$ cat src/hdl/acl_pkg.sv
/*
 package of the attitude command logic: command classes, command
 codes, register indices, status bit positions, reset value and reject counter limit.
 assumes a single 200 MHz core clock and synchronous command ports.
*/
// What this block does
// - keep enable/inhibit state; control pulses, maneuver starts and automatic roll search happen only while enabled.
// - high-gate override command toggles acceptance of brighter stars.
// - low-gate override command toggles acceptance of dimmer stars.
// - roll search auto and bypass flags pick automatic, forced on, off.
// - roll turn mode flag picks calibration or search rate for next turn.
// - star sensor auto and bypass flags pick automatic, forced on, off.
// - roll override rejects current star and restarts roll search.
// - quantitative cone command loads magnitude and drives the cone angle.
// - each cone step command moves the cone angle by the configured step size, saturating at either end.
// - heater auto and bypass flags pick automatic, commanded on, off.
// - gyro auto and bypass flags pick automatic, commanded on, off.
// - two control mode flags pick automatic, inertial, pitch/yaw inertial or cruise mode.
// - initiate maneuver starts turning with the stored turn register.
// - sequencer stored commands start positive and negative pitch turns.
// - each command class is accepted only from its allowed source.
package acl_pkg;
	// command classes
	localparam logic [1:0] CLS_QUANT = 2'h0;
	localparam logic [1:0] CLS_EITHER = 2'h1;
	localparam logic [1:0] CLS_DECODER = 2'h2;
	localparam logic [1:0] CLS_STORED = 2'h3;
	// command codes within a class
	localparam logic [4:0] EC_ENABLE = 5'h01;
	localparam logic [4:0] EC_ROLL_MODE = 5'h02;
	localparam logic [4:0] EC_HEAT_BYP = 5'h03;
	localparam logic [4:0] EC_GYRO_BYP = 5'h04;
	localparam logic [4:0] EC_MODE_ALL = 5'h05;
	localparam logic [4:0] EC_MODE_PY = 5'h06;
	localparam logic [4:0] EC_CONE_UP = 5'h0b;
	localparam logic [4:0] EC_CONE_DN = 5'h0c;
	localparam logic [4:0] DC_HI_GATE = 5'h01;
	localparam logic [4:0] DC_LO_GATE = 5'h02;
	localparam logic [4:0] DC_RS_AUTO = 5'h03;
	localparam logic [4:0] DC_RS_BYP = 5'h04;
	localparam logic [4:0] DC_SS_AUTO = 5'h05;
	localparam logic [4:0] DC_SS_BYP = 5'h06;
	localparam logic [4:0] DC_ROLL_OVR = 5'h07;
	localparam logic [4:0] DC_HEAT_AUTO = 5'h0a;
	localparam logic [4:0] DC_GYRO_AUTO = 5'h0b;
	localparam logic [4:0] DC_MANEUVER = 5'h0c;
	localparam logic [4:0] QC_CONE = 5'h01;
	localparam logic [4:0] QC_TURN = 5'h02;
	localparam logic [4:0] SC_PITCH_POS = 5'h06;
	localparam logic [4:0] SC_PITCH_NEG = 5'h07;
	// register word indices
	localparam logic [3:0] IDX_STATUS = 4'h0;
	localparam logic [3:0] IDX_CONE = 4'h1;
	localparam logic [3:0] IDX_TURN = 4'h2;
	localparam logic [3:0] IDX_REJECT = 4'h3;
	localparam logic [3:0] IDX_CFG = 4'h4;
	// status bit positions
	localparam int ST_ENABLE = 0;
	localparam int ST_HI = 1;
	localparam int ST_LO = 2;
	localparam int ST_RS_AUTO = 3;
	localparam int ST_RS_BYP = 4;
	localparam int ST_CAL = 5;
	localparam int ST_SS_AUTO = 6;
	localparam int ST_SS_BYP = 7;
	localparam int ST_HT_AUTO = 8;
	localparam int ST_HT_BYP = 9;
	localparam int ST_GY_AUTO = 10;
	localparam int ST_GY_BYP = 11;
	localparam int ST_M_ALL = 12;
	localparam int ST_M_PY = 13;
	localparam int ST_MAN = 14;
	// reset value and reject counter limit
	localparam logic [3:0] STEP_RST = 4'h1;
	localparam logic [7:0] REJ_MAX = 8'hff;
endpackage : acl_pkg

$ cat src/hdl/acl_mode_sel.sv
/*
 auto/bypass selector for one powered or searched function.
 assumes flags and automatic demand are synchronous to clk.
*/
`timescale 1ns/10ps
module acl_mode_sel (
	// clock, reset, enable
	input wire logic clk,
	input wire logic rst_n,
	input wire logic en,
	// selection
	input wire logic auto_flag,
	input wire logic bypass_flag,
	input wire logic auto_req,
	// result
	output logic out_q
);
	// bypass set: the auto flag is the commanded state; else logic unit
	always_ff @(posedge clk or negedge rst_n) begin
		if (!rst_n) begin
			out_q <= 1'b0;
		end else if (en) begin
			out_q <= bypass_flag ? auto_flag : auto_req;
		end
	end
endmodule : acl_mode_sel

$ cat src/hdl/acl_cone.sv
/*
 star sensor cone angle register: direct load and saturating steps.
 assumes at most one of load, up and down per cycle.
*/
`timescale 1ns/10ps
module acl_cone #(
	parameter int W = 8
) (
	// clock, reset, enable
	input wire logic clk,
	input wire logic rst_n,
	input wire logic en,
	// commands
	input wire logic load,
	input wire logic [W-1:0] load_val,
	input wire logic step_up,
	input wire logic step_dn,
	input wire logic [3:0] step_size,
	// angle
	output logic [W-1:0] angle_q
);
	logic [W:0] up_sum;
	logic [W-1:0] step_w;
	assign step_w = W'(step_size);
	assign up_sum = {1'b0, angle_q} + {1'b0, step_w};

	// saturate rather than wrap: a wrap would swing the sensor across range
	always_ff @(posedge clk or negedge rst_n) begin
		if (!rst_n) begin
			angle_q <= '0;
		end else if (en) begin
			if (load) begin
				angle_q <= load_val;
			end else if (step_up) begin
				angle_q <= up_sum[W] ? '1 : up_sum[W-1:0];
			end else if (step_dn) begin
				angle_q <= (angle_q < step_w) ? '0 : angle_q - step_w;
			end
		end
	end
endmodule : acl_cone

$ cat src/hdl/acl_top.sv
/*
 attitude command logic: accepts commands from the sequencer and the
 ground decoder, holds mode flags, drives cone angle and turn starts.
 assumes all inputs synchronous to CORE_CLK and command valids that
 are one cycle long per command.
*/
// The plain strobed port and the register addresses were left to the implementer.
`timescale 1ns/10ps
module acl_top #(
	parameter int CONE_W = 8,
	parameter int DATA_W = 16
) (
	// clock and reset
	input wire logic CORE_CLK,
	input wire logic RESETN,
	input wire logic CLK_EN,
	// sequencer command port
	input wire logic SEQ_CMD_VALID,
	input wire logic [1:0] SEQ_CMD_CLASS,
	input wire logic [4:0] SEQ_CMD_CODE,
	// decoder command port
	input wire logic DEC_CMD_VALID,
	input wire logic [1:0] DEC_CMD_CLASS,
	input wire logic [4:0] DEC_CMD_CODE,
	input wire logic [DATA_W-1:0] DEC_CMD_DATA,
	// separation switch and automatic demands of the logic unit
	input wire logic STAGE_SEP,
	input wire logic AUTO_ROLL_SEARCH,
	input wire logic AUTO_SENSOR_PWR,
	input wire logic AUTO_HEATER,
	input wire logic AUTO_GYRO,
	input wire logic AUTO_INERTIAL,
	input wire logic MANEUVER_DONE,
	// register port
	input wire logic [3:0] REG_ADDR,
	input wire logic [31:0] REG_WDATA,
	input wire logic REG_WR,
	input wire logic REG_RD,
	output logic [31:0] REG_RDATA,
	// control outputs
	output logic ACS_ENABLE,
	output logic HIGH_GATE_OVR,
	output logic LOW_GATE_OVR,
	output logic ROLL_SEARCH_ON,
	output logic ROLL_CAL_MODE,
	output logic SENSOR_PWR_ON,
	output logic ROLL_RESTART,
	output logic [CONE_W-1:0] CONE_ANGLE,
	output logic HEATER_ON,
	output logic GYRO_PWR_ON,
	output logic ROLL_INERTIAL,
	output logic PY_INERTIAL,
	output logic [DATA_W-1:0] TURN_WORD,
	output logic MANEUVER_START,
	output logic MANEUVER_ACTIVE,
	output logic PITCH_TURN_POS,
	output logic PITCH_TURN_NEG
);
	typedef enum logic {MAN_IDLE, MAN_TURN} acl_man_t;

	logic dec_ok, seq_ok, cmd_ok, seq_lost;
	logic [1:0] cls;
	logic [4:0] code;
	logic en_q, hi_q, lo_q, cal_q;
	logic rs_auto_q, rs_byp_q, ss_auto_q, ss_byp_q;
	logic ht_auto_q, ht_byp_q, gy_auto_q, gy_byp_q;
	logic m_all_q, m_py_q;
	logic h_en, h_cal, h_hbyp, h_gbyp, h_mall, h_mpy, h_up, h_dn;
	logic h_hi, h_lo, h_rsa, h_rsb, h_ssa, h_ssb, h_ovr;
	logic h_hta, h_gya, h_man, h_cone, h_turn, h_pp, h_pn;
	logic reject, rej_clr;
	logic [7:0] rej_q;
	logic [7:0] last_q;
	logic [3:0] step_q;
	logic [DATA_W-1:0] turn_q;
	acl_man_t man_q;
	logic [31:0] status_w;
	logic [31:0] rd_d;

	function automatic logic hit(input logic [1:0] c, input logic [4:0] k);
		hit = cmd_ok && cls == c && code == k;
	endfunction : hit

	// source legality; decoder wins a same-cycle clash
	assign dec_ok = DEC_CMD_VALID && DEC_CMD_CLASS != acl_pkg::CLS_STORED;
	assign seq_ok = SEQ_CMD_VALID && !DEC_CMD_VALID
		&& (SEQ_CMD_CLASS == acl_pkg::CLS_EITHER
		|| SEQ_CMD_CLASS == acl_pkg::CLS_STORED);
	assign seq_lost = SEQ_CMD_VALID && !seq_ok;
	assign cmd_ok = dec_ok || seq_ok;
	assign cls = DEC_CMD_VALID ? DEC_CMD_CLASS : SEQ_CMD_CLASS;
	assign code = DEC_CMD_VALID ? DEC_CMD_CODE : SEQ_CMD_CODE;
	// a second maneuver while one runs is refused and counted
	assign reject = seq_lost || (DEC_CMD_VALID && !dec_ok)
		|| (h_man && (man_q == MAN_TURN || !en_q));

	// a process, not assigns: the decode must re-run when cmd_ok changes
	always_comb begin
		h_en = hit(acl_pkg::CLS_EITHER, acl_pkg::EC_ENABLE);
		h_cal = hit(acl_pkg::CLS_EITHER, acl_pkg::EC_ROLL_MODE);
		h_hbyp = hit(acl_pkg::CLS_EITHER, acl_pkg::EC_HEAT_BYP);
		h_gbyp = hit(acl_pkg::CLS_EITHER, acl_pkg::EC_GYRO_BYP);
		h_mall = hit(acl_pkg::CLS_EITHER, acl_pkg::EC_MODE_ALL);
		h_mpy = hit(acl_pkg::CLS_EITHER, acl_pkg::EC_MODE_PY);
		h_up = hit(acl_pkg::CLS_EITHER, acl_pkg::EC_CONE_UP);
		h_dn = hit(acl_pkg::CLS_EITHER, acl_pkg::EC_CONE_DN);
		h_hi = hit(acl_pkg::CLS_DECODER, acl_pkg::DC_HI_GATE);
		h_lo = hit(acl_pkg::CLS_DECODER, acl_pkg::DC_LO_GATE);
		h_rsa = hit(acl_pkg::CLS_DECODER, acl_pkg::DC_RS_AUTO);
		h_rsb = hit(acl_pkg::CLS_DECODER, acl_pkg::DC_RS_BYP);
		h_ssa = hit(acl_pkg::CLS_DECODER, acl_pkg::DC_SS_AUTO);
		h_ssb = hit(acl_pkg::CLS_DECODER, acl_pkg::DC_SS_BYP);
		h_ovr = hit(acl_pkg::CLS_DECODER, acl_pkg::DC_ROLL_OVR);
		h_hta = hit(acl_pkg::CLS_DECODER, acl_pkg::DC_HEAT_AUTO);
		h_gya = hit(acl_pkg::CLS_DECODER, acl_pkg::DC_GYRO_AUTO);
		h_man = hit(acl_pkg::CLS_DECODER, acl_pkg::DC_MANEUVER);
		h_cone = hit(acl_pkg::CLS_QUANT, acl_pkg::QC_CONE);
		h_turn = hit(acl_pkg::CLS_QUANT, acl_pkg::QC_TURN);
		h_pp = hit(acl_pkg::CLS_STORED, acl_pkg::SC_PITCH_POS);
		h_pn = hit(acl_pkg::CLS_STORED, acl_pkg::SC_PITCH_NEG);
	end

	// enable state: separation switch forces enable, command toggles
	always_ff @(posedge CORE_CLK or negedge RESETN) begin
		if (!RESETN) begin
			en_q <= 1'b0;
		end else if (CLK_EN) begin
			if (STAGE_SEP) begin
				en_q <= 1'b1;
			end else if (h_en) begin
				en_q <= ~en_q;
			end
		end
	end

	// change-state flags, each toggled only by its own code
	always_ff @(posedge CORE_CLK or negedge RESETN) begin
		if (!RESETN) begin
			hi_q <= 1'b0;
			lo_q <= 1'b0;
			cal_q <= 1'b0;
			rs_auto_q <= 1'b0;
			rs_byp_q <= 1'b0;
			ss_auto_q <= 1'b0;
			ss_byp_q <= 1'b0;
			ht_auto_q <= 1'b0;
			ht_byp_q <= 1'b0;
			gy_auto_q <= 1'b0;
			gy_byp_q <= 1'b0;
			m_all_q <= 1'b0;
			m_py_q <= 1'b0;
		end else if (CLK_EN) begin
			hi_q <= hi_q ^ h_hi;
			lo_q <= lo_q ^ h_lo;
			cal_q <= cal_q ^ h_cal;
			rs_auto_q <= rs_auto_q ^ h_rsa;
			rs_byp_q <= rs_byp_q ^ h_rsb;
			ss_auto_q <= ss_auto_q ^ h_ssa;
			ss_byp_q <= ss_byp_q ^ h_ssb;
			ht_auto_q <= ht_auto_q ^ h_hta;
			ht_byp_q <= ht_byp_q ^ h_hbyp;
			gy_auto_q <= gy_auto_q ^ h_gya;
			gy_byp_q <= gy_byp_q ^ h_gbyp;
			m_all_q <= m_all_q ^ h_mall;
			m_py_q <= m_py_q ^ h_mpy;
		end
	end

	// flag outputs registered so they match the other outputs in timing
	always_ff @(posedge CORE_CLK or negedge RESETN) begin
		if (!RESETN) begin
			ACS_ENABLE <= 1'b0;
			HIGH_GATE_OVR <= 1'b0;
			LOW_GATE_OVR <= 1'b0;
			ROLL_CAL_MODE <= 1'b0;
		end else if (CLK_EN) begin
			ACS_ENABLE <= STAGE_SEP || (en_q ^ h_en);
			HIGH_GATE_OVR <= hi_q ^ h_hi;
			LOW_GATE_OVR <= lo_q ^ h_lo;
			ROLL_CAL_MODE <= cal_q ^ h_cal;
		end
	end

	// control mode: 00 automatic, 10 inertial, 01 pitch/yaw inertial,
	// 11 commanded cruise/acquisition on every axis
	always_ff @(posedge CORE_CLK or negedge RESETN) begin
		if (!RESETN) begin
			ROLL_INERTIAL <= 1'b0;
			PY_INERTIAL <= 1'b0;
		end else if (CLK_EN) begin
			unique case ({m_all_q, m_py_q})
				2'b00: begin
					ROLL_INERTIAL <= AUTO_INERTIAL;
					PY_INERTIAL <= AUTO_INERTIAL;
				end
				2'b10: begin
					ROLL_INERTIAL <= 1'b1;
					PY_INERTIAL <= 1'b1;
				end
				2'b01: begin
					ROLL_INERTIAL <= 1'b0;
					PY_INERTIAL <= 1'b1;
				end
				2'b11: begin
					ROLL_INERTIAL <= 1'b0;
					PY_INERTIAL <= 1'b0;
				end
			endcase
		end
	end

	// automatic roll search only runs while control is enabled
	acl_mode_sel u_roll (
		.clk(CORE_CLK),
		.rst_n(RESETN),
		.en(CLK_EN),
		.auto_flag(rs_auto_q),
		.bypass_flag(rs_byp_q),
		.auto_req(AUTO_ROLL_SEARCH && en_q),
		.out_q(ROLL_SEARCH_ON)
	);
	acl_mode_sel u_sensor (
		.clk(CORE_CLK),
		.rst_n(RESETN),
		.en(CLK_EN),
		.auto_flag(ss_auto_q),
		.bypass_flag(ss_byp_q),
		.auto_req(AUTO_SENSOR_PWR),
		.out_q(SENSOR_PWR_ON)
	);
	acl_mode_sel u_heater (
		.clk(CORE_CLK),
		.rst_n(RESETN),
		.en(CLK_EN),
		.auto_flag(ht_auto_q),
		.bypass_flag(ht_byp_q),
		.auto_req(AUTO_HEATER),
		.out_q(HEATER_ON)
	);
	acl_mode_sel u_gyro (
		.clk(CORE_CLK),
		.rst_n(RESETN),
		.en(CLK_EN),
		.auto_flag(gy_auto_q),
		.bypass_flag(gy_byp_q),
		.auto_req(AUTO_GYRO),
		.out_q(GYRO_PWR_ON)
	);

	acl_cone #(.W(CONE_W)) u_cone (
		.clk(CORE_CLK),
		.rst_n(RESETN),
		.en(CLK_EN),
		.load(h_cone),
		.load_val(DEC_CMD_DATA[CONE_W-1:0]),
		.step_up(h_up),
		.step_dn(h_dn),
		.step_size(step_q),
		.angle_q(CONE_ANGLE)
	);

	// one-cycle control pulses, suppressed while inhibited
	always_ff @(posedge CORE_CLK or negedge RESETN) begin
		if (!RESETN) begin
			ROLL_RESTART <= 1'b0;
			PITCH_TURN_POS <= 1'b0;
			PITCH_TURN_NEG <= 1'b0;
		end else if (CLK_EN) begin
			ROLL_RESTART <= h_ovr && en_q;
			PITCH_TURN_POS <= h_pp && en_q;
			PITCH_TURN_NEG <= h_pn && en_q;
		end
	end

	// turn register; relies on the decoder loading it first
	always_ff @(posedge CORE_CLK or negedge RESETN) begin
		if (!RESETN) begin
			turn_q <= '0;
		end else if (CLK_EN && h_turn) begin
			turn_q <= DEC_CMD_DATA;
		end
	end

	// maneuver sequence
	always_ff @(posedge CORE_CLK or negedge RESETN) begin
		if (!RESETN) begin
			man_q <= MAN_IDLE;
			MANEUVER_START <= 1'b0;
			MANEUVER_ACTIVE <= 1'b0;
			TURN_WORD <= '0;
		end else if (CLK_EN) begin
			MANEUVER_START <= 1'b0;
			unique case (man_q)
				MAN_IDLE: begin
					if (h_man && en_q) begin
						man_q <= MAN_TURN;
						MANEUVER_START <= 1'b1;
						MANEUVER_ACTIVE <= 1'b1;
						TURN_WORD <= turn_q;
					end
				end
				MAN_TURN: begin
					// inhibit aborts the maneuver
					if (MANEUVER_DONE || !en_q) begin
						man_q <= MAN_IDLE;
						MANEUVER_ACTIVE <= 1'b0;
					end
				end
			endcase
		end
	end

	// reject counter: an event in the clearing cycle still counts
	assign rej_clr = REG_WR && REG_ADDR == acl_pkg::IDX_REJECT;
	always_ff @(posedge CORE_CLK or negedge RESETN) begin
		if (!RESETN) begin
			rej_q <= '0;
			last_q <= '0;
		end else if (CLK_EN) begin
			if (reject) begin
				rej_q <= rej_clr ? 8'h01
					: (rej_q == acl_pkg::REJ_MAX ? rej_q : rej_q + 8'h01);
			end else if (rej_clr) begin
				rej_q <= '0;
			end
			if (cmd_ok) begin
				last_q <= {DEC_CMD_VALID, cls, code};
			end
		end
	end

	// configuration: cone step size
	always_ff @(posedge CORE_CLK or negedge RESETN) begin
		if (!RESETN) begin
			step_q <= acl_pkg::STEP_RST;
		end else if (CLK_EN && REG_WR && REG_ADDR == acl_pkg::IDX_CFG) begin
			step_q <= REG_WDATA[3:0];
		end
	end

	always_comb begin
		status_w = '0;
		status_w[acl_pkg::ST_ENABLE] = en_q;
		status_w[acl_pkg::ST_HI] = hi_q;
		status_w[acl_pkg::ST_LO] = lo_q;
		status_w[acl_pkg::ST_RS_AUTO] = rs_auto_q;
		status_w[acl_pkg::ST_RS_BYP] = rs_byp_q;
		status_w[acl_pkg::ST_CAL] = cal_q;
		status_w[acl_pkg::ST_SS_AUTO] = ss_auto_q;
		status_w[acl_pkg::ST_SS_BYP] = ss_byp_q;
		status_w[acl_pkg::ST_HT_AUTO] = ht_auto_q;
		status_w[acl_pkg::ST_HT_BYP] = ht_byp_q;
		status_w[acl_pkg::ST_GY_AUTO] = gy_auto_q;
		status_w[acl_pkg::ST_GY_BYP] = gy_byp_q;
		status_w[acl_pkg::ST_M_ALL] = m_all_q;
		status_w[acl_pkg::ST_M_PY] = m_py_q;
		status_w[acl_pkg::ST_MAN] = man_q == MAN_TURN;
	end

	always_comb begin
		rd_d = '0;
		unique case (REG_ADDR)
			acl_pkg::IDX_STATUS: rd_d = status_w;
			acl_pkg::IDX_CONE: rd_d = 32'(CONE_ANGLE);
			acl_pkg::IDX_TURN: rd_d = 32'(turn_q);
			acl_pkg::IDX_REJECT: rd_d = {16'h0000, last_q, rej_q};
			acl_pkg::IDX_CFG: rd_d = {28'h000_0000, step_q};
			default: rd_d = '0;
		endcase
	end

	// read data stand for one cycle only
	always_ff @(posedge CORE_CLK or negedge RESETN) begin
		if (!RESETN) begin
			REG_RDATA <= '0;
		end else if (CLK_EN) begin
			REG_RDATA <= REG_RD ? rd_d : '0;
		end
	end
endmodule : acl_top

$ cat config.mk
export PLATFORM = sky130hd
export DESIGN_NAME = acl_top
export DESIGN_NICKNAME = d
export VERILOG_FILES = /design/src/hdl/acl_pkg.sv /design/src/hdl/acl_mode_sel.sv /design/src/hdl/acl_cone.sv /design/src/hdl/acl_top.sv
export SDC_FILE = /design/constraint.sdc
export NUM_CORES = 1
export LEC_CHECK = 0
export CAP_MARGIN = 20
export CORE_UTILIZATION = 65
export CTS_BUF_LIST = sky130_fd_sc_hd__clkbuf_8
export CTS_CLUSTER_SIZE = 25
export DETAILED_ROUTE_END_ITERATION = 12
export DONT_BUFFER_PORTS = 1
export PLACE_DENSITY_LB_ADDON = 0.15
export SLEW_MARGIN = 25
export SYNTH_ARGS = -nofsm -noshare
export SYNTH_HDL_FRONTEND = slang
export SYNTH_SLANG_ARGS = --single-unit
$ cat constraint.sdc
create_clock -name CORE_CLK -period 3.2 [get_ports CORE_CLK]
set_input_delay 0.32 -clock CORE_CLK [delete_from_list [all_inputs] [get_ports CORE_CLK]]
set_output_delay 0.32 -clock CORE_CLK [all_outputs]
set_load 0.1 [all_outputs]
# Word level (Yosys, flattened, before mapping)

Cells that the tools add are included.

Register bits after elaboration: 119
Bits of input ports: 80
Output and inout bits: 71
Logic and storage cells: 175

Add/sub/neg operators: 3
Order comparisons: 1
Eq/ne operators: 27
Muxes and demuxes: 28
Bitwise operators: 16
Reduce and logical (&&, ||, !) cells: 66

Operator list:

| kind                                                                  | number |
|---|---|
| 16-bit case mux with 5 select lines                                   | 1 |
| 8-bit 2-to-1 mux                                                      | 9 |
| 1-bit logical AND                                                     | 41 |
| 5-bit by 3-bit equality test with 1-bit output, second input constant | 4 |
| 16-bit 2-to-1 mux                                                     | 1 |
| 5-bit by 4-bit equality test with 1-bit output, second input constant | 3 |
| 1-bit XOR                                                             | 14 |
| 1-bit 2-to-1 mux                                                      | 11 |
| 2-bit equality test, second input constant                            | 5 |
| 5-bit by 2-bit equality test with 1-bit output, second input constant | 2 |
| 8-bit by 4-bit adder with 9-bit output                                | 1 |
| 3-bit AND reduction                                                   | 3 |
| 8-bit by 1-bit adder with 8-bit output, second input constant         | 1 |
| 4-bit by 2-bit equality test with 1-bit output, second input constant | 2 |
| 8-bit equality test, second input constant                            | 1 |
| 8-bit by 4-bit less-than comparator with 1-bit output                 | 1 |
| 8-bit by 4-bit subtractor with 8-bit output                           | 1 |
| 1-bit logical OR                                                      | 7 |
| 2-bit by 1-bit equality test with 1-bit output, second input constant | 3 |
| 2-bit inequality test, second input constant                          | 3 |
| 1-bit case mux with 3 select lines                                    | 2 |
| 2-bit AND reduction                                                   | 3 |
| 5-bit by 1-bit equality test with 1-bit output, second input constant | 1 |
| 5-bit 2-to-1 mux                                                      | 1 |
| other kinds (12)                                                      | 20 |

# Depth between registers and ports, before layout

Word-level depth: 10
Mapped depth: 10
Mapped depth without buffers: 10

# Cells and area by module

A second synthesis with hierarchy kept.

Cells, all modules: 558
Area, all modules: 5,968.2 um^2

By module, submodules not included:

| module       | instances | cells each | area each (um^2) | seq. area each (um^2) |
|---|---|---|---|---|
| acl_top      | 1         | 409        | 4,708.3          | 2,278.4 |
| acl_cone     | 1         | 133        | 1,084.8          | 200.2 |
| acl_mode_sel | 4         | 4          | 43.8             | 25.0 |

# Worst setup path before layout

No wires, ideal clock.

Path kind: reg-to-reg
Start point: register u_cone.angle_q[0]
End point: register u_cone.angle_q[5]
Setup time: 0.131 ns
Arrival time: 2.655 ns
Data required time: 3.069 ns
Path slack: 0.414 ns
Cell stages (with the launch flop): 8
Buffers on the path: 0
Period minus slack after synthesis: 2.786 ns
Cells stage by stage: dfrtp_1 > ha_1 > fa_1 > nor3b_1 > o311a_1 > o32a_1 > o211ai_1 > a31oi_1

Cells in the longest elaborated chain, start to end: 5
Elaborated cells between the ends (all ways): 8
Those cells by class: 2 x add/sub; 1 x order compare; 5 x mux

Ends and longest elaborated chain:

| element                                                                                                              | line           | source |
|---|---|---|
| start: declaration                                                                                                   | acl_cone.sv:20 | `output logic [W-1:0] angle_q` |
| start signal: assignment                                                                                             | acl_cone.sv:33 | `angle_q <= load_val;` |
| start signal: assignment                                                                                             | acl_cone.sv:35 | `angle_q <= up_sum[W] ? '1 : up_sum[W-1:0];` |
| start signal: assignment                                                                                             | acl_cone.sv:37 | `angle_q <= (angle_q < step_w) ? '0 : angle_q - step_w;` |
| 8-bit by 4-bit subtractor with 8-bit output or 8-bit by 4-bit less-than comparator with 1-bit output (tied branches) | acl_cone.sv:37 |  |
| 8-bit 2-to-1 mux                                                                                                     | acl_cone.sv:37 |  |
| 8-bit 2-to-1 mux                                                                                                     | acl_cone.sv:36 | `end else if (step_dn) begin` |
| 8-bit 2-to-1 mux (*)                                                                                                 | acl_cone.sv:34 | `end else if (step_up) begin` |
| 8-bit 2-to-1 mux (*)                                                                                                 | acl_cone.sv:32 | `if (load) begin` |

Every way passes the cells marked *; elsewhere a longest branch is shown, timed or not. The select of a mux whose other input is x is not followed.
A chain may end at the register's enable or synchronous reset.

# Worst setup path after layout

Start point: register step_q[0]
End point: register u_cone.angle_q[3]

Cells in the longest elaborated chain, start to end: 5
Elaborated cells between the ends (all ways): 8
Those cells by class: 2 x add/sub; 1 x order compare; 5 x mux

Ends and longest elaborated chain:

| element                                                                                                              | line           | source |
|---|---|---|
| start: declaration                                                                                                   | acl_top.sv:74  | `logic [3:0] step_q;` |
| start signal: assignment                                                                                             | acl_top.sv:335 | `step_q <= acl_pkg::STEP_RST;` |
| start signal: assignment                                                                                             | acl_top.sv:337 | `step_q <= REG_WDATA[3:0];` |
| 8-bit by 4-bit subtractor with 8-bit output or 8-bit by 4-bit less-than comparator with 1-bit output (tied branches) | acl_cone.sv:37 |  |
| 8-bit 2-to-1 mux                                                                                                     | acl_cone.sv:37 |  |
| 8-bit 2-to-1 mux                                                                                                     | acl_cone.sv:36 |  |
| 8-bit 2-to-1 mux (*)                                                                                                 | acl_cone.sv:34 |  |
| 8-bit 2-to-1 mux (*)                                                                                                 | acl_cone.sv:32 |  |

Marks and branches as above.

==> results.toml <==
[run_status]
outcome = "finished clean"

[worst_setup_path]
worst_path_max_delay_cell = "dfstp_2"
reg2reg_from = "step_q[0]"
regToRegSetupSlack_ns = 0.67
worstPathMaxFanout = 4
path_class = "reg -> reg"
cp_slowest_stage_delay_ns = 0.58
crit_chain = "ha_1, inv_1, fa_1, a21oi_1, o211ai_1, o21ai_0, o32ai_2, a221oi_1, a21oi_1"
cpMostUsedCell = "a21oi_1"
required_ns = 3.47
worst_setup_path_end_kind = "flip-flop"
crit_path_start_kind = "flip-flop"
crit_arrival_ns = 2.80
crit_start = "step_q[0]"

[sta]
finClkSkew_ns = 0.0179
rsz0062_at_grt = "false"
slew_headroom_pct = 37.1
fmax_mhz = 396
tns_ns = 0
tightest_slew_ns = 0.944
slew_viol_final = 0
fin_crit_sh_pct = 79.0
finalSetupViolCount = 0
whs_ns = 0.00277
hold_viol_final = 0
fin_crit_ns = 2.53
finalWorstSetupSlack_ns = 0.674

[logic_synthesis]
synth_area_sq_um = 5900
yosys_warnings = 0
synth_cells = 566
synth_top_cell_by_area = "dfrtp_1"
yosys-top-cells-area = "dfrtp_1, mux2_2, o21ai_0"
seq_area_frac_synth_pct = 43.7
ys_ff_latch = 103
yosysTopAreaCellShare_pct = 43.2
yosys_most_used_dff = "dfrtp_1"
synth.avg_cell_area_sq_um = 10.4
synth_edf_count = 0
synth_cell_type_count = 78
async_flop_share_pct = 100

[clock_network]
cts_setup_buffers = 0
htreeDepth = 3
ctsResizeCount = 0
cts_tree = "yes"
path_clk_slew_ns = 0.12
numCtsBuffers = 9
cts_sinks = 103
cts_buffer_depth = 2
clock_latency_ns = 0.39
cts-root-buf = "clkbuf_8"

[cells_and_area]
finish.instance_area_sq_um = 6190
syn_to_final_growth_pct = 4.81
diodes = 0
fillers = 677
final_core_util_pct = 70.6
layout-drive-gt1-share_pct = 17.9
multi_input_area_sq_um = 2990
fin_cells = 678
nNetsFinal = 658
seq_area_sq_um = 2580

[hold_path]
min_from = "CLK_EN"
hold_class = "in -> reg"

[placement]
post-place-ws_ns = 0.702
hpwl_microns = 10600
place_inst = 658
port_buffers = 0
dpl_cell_area_sq_um = 5920
gp_congestion = 0.861

[floorplanning]
die_h_microns = 97.3
pin_count = 151
num_rows = 34
fp.dieW_microns = 97.3
core_sq_um = 8760
start_util_pct = 67.3
dieArea_sq_um = 9470

[drt]
first_pass_iters = 4
drc = 0
routedWlPerCell_microns = 21.8
wl_microns = 14800
routed_via_density = 6.73
first_iter_violations = 228
vias = 4563
ant_nets = 0

[global_routing]
grt_max_degree = 104
grt_use_total_pct = 32.0
first_global_vias = 4537
grt.overflow.total = 0
grt_pass1_wl_microns = 23600
antenna_found_initial = 0

[power_and_ir_drop]
p_leak_nw = 2.80
p_per_area_nw_per_um2 = 555
ir_worst_vdd_mv = 0.405
power_mw = 3.44

[flow_run]
cap_violations = 0
[layer usage]
layer	up-vias	routed length, microns	GRT usage, %
met2	189	7270	52.2
met1	2288	5930	40.0
li1	2047	-	-
met4	0	597	14.9
met5	-	0	0
met3	39	1010	8.27
[repair_timing]
action,4_1_cts,5_1_grt
hold buffers,2,1
endpoints found under the hold margin,103,2
setup endpoints to repair,0,0
[flip-flops by register name, summed over array words and instances (netlist names), 4 cells and up]
signal          flops
rej_q               8
REG_RDATA          16
TURN_WORD          16
last_q              8
step_q              4
turn_q             16
u_cone.angle_q      8
[cells in the mapped netlist (3+ instances only)]
library cell / number
and2_1: 3
mux2i_1: 13
nor2_1: 41
a22o_1: 5
a21o_1: 4
clkbuf_8: 4
xor2_1: 11
ha_1: 11
nor4_1: 9
nand2b_1: 12
o2bb2ai_1: 18
a22oi_1: 19
nand2_1: 24
o211ai_1: 7
buf_4: 17
nand3_1: 14
nor2b_1: 5
inv_1: 23
and3_1: 6
a21oi_1: 25
o21ai_1: 3
o32a_1: 6
mux2_2: 48
o21ai_0: 34
buf_2: 4
nor3b_1: 3
a31oi_1: 7
dfrtp_1: 102
or3_1: 4
xnor2_1: 3
nor3_1: 5
clkbuf_1: 20
[power by group]
group / switching (mW) / leakage [nW] / internal [mW]
clock network: 0.540 / 0.108 / 0.324
registers: 0.230 / 1.36 / 1.41
logic: 0.623 / 1.33 / 0.308
total: 1.39 / 2.80 / 2.04
[cells by family (layout without fill, tap and decap cells)]
kind of cell               Yosys count  count (layout)  synth area share [%]
muxes                               62              62                  11.7
and+or+nand+nor                    151             151                  14.6
adders and majority gates           13              13                  3.01
other                                1              16                0.0635
AOI/OAI and AO/OA                  151             151                  18.1
xor gates and xnor gates            14              14                  2.08
buffers and inverters               71              60                  6.64
DFF                                103             103                  43.7
[worst max-delay path, delay by kind of cell (launching register included)]
family,cells,cell delay (ns)
compound gates,6,1.19
fa+ha+maj,2,0.59
flops,1,0.58
buf+inv,1,0.06
[final cells by class]
| cell class | count | area share [%] |
|---|---|---|
| Multi-Input combinational cell | 407 | 48.3 |
| Sequential cell | 103 | 41.7 |
| Timing Repair Buffer | 21 | 2.91 |
| Tap cell | 108 | 2.18 |
| Clock buffer | 9 | 2.00 |
| Clock inverter | 7 | 1.52 |
| Inverter | 23 | 1.40 |
[path summary, 6_finish.rpt]
check	end	cells past startpoint
max in group asynchronous	rej_q[1]	2
setup / recovery	u_cone.angle_q[3]	9
setup reg to reg	u_cone.angle_q[3]	9
hold / removal	PY_INERTIAL	1
hold reg to reg	last_q[6]	2
min in group asynchronous	u_cone.angle_q[4]	2
[placed cells by master (no fill, tap or decap), drive strengths merged, types with 3 or more instances in the layout]
master   synthesis  final
inv             23     27
a21oi           25     25
a22o             5      5
or3              4      4
xor2            11     11
mux2i           13     13
nand2           25     25
nand2b          12     12
mux2            48     48
o2bb2ai         18     18
conb             1     16
a21o             5      5
dfrtp          102    102
nor3             6      6
o32a             6      6
nor4            10     10
clkinv           0      3
a22oi           19     19
nand3           14     14
a31oi            7      7
and2             3      3
nor3b            4      4
o211ai           7      7
clkbuf          25     10
nor2b            5      5
ha              11     11
xnor2            3      3
o32ai            3      3
o21ai           37     37
and3             8      8
or2              3      3
buf             23     18
nor2            41     41
No activity file was read; power rests on OpenSTA's default activity.
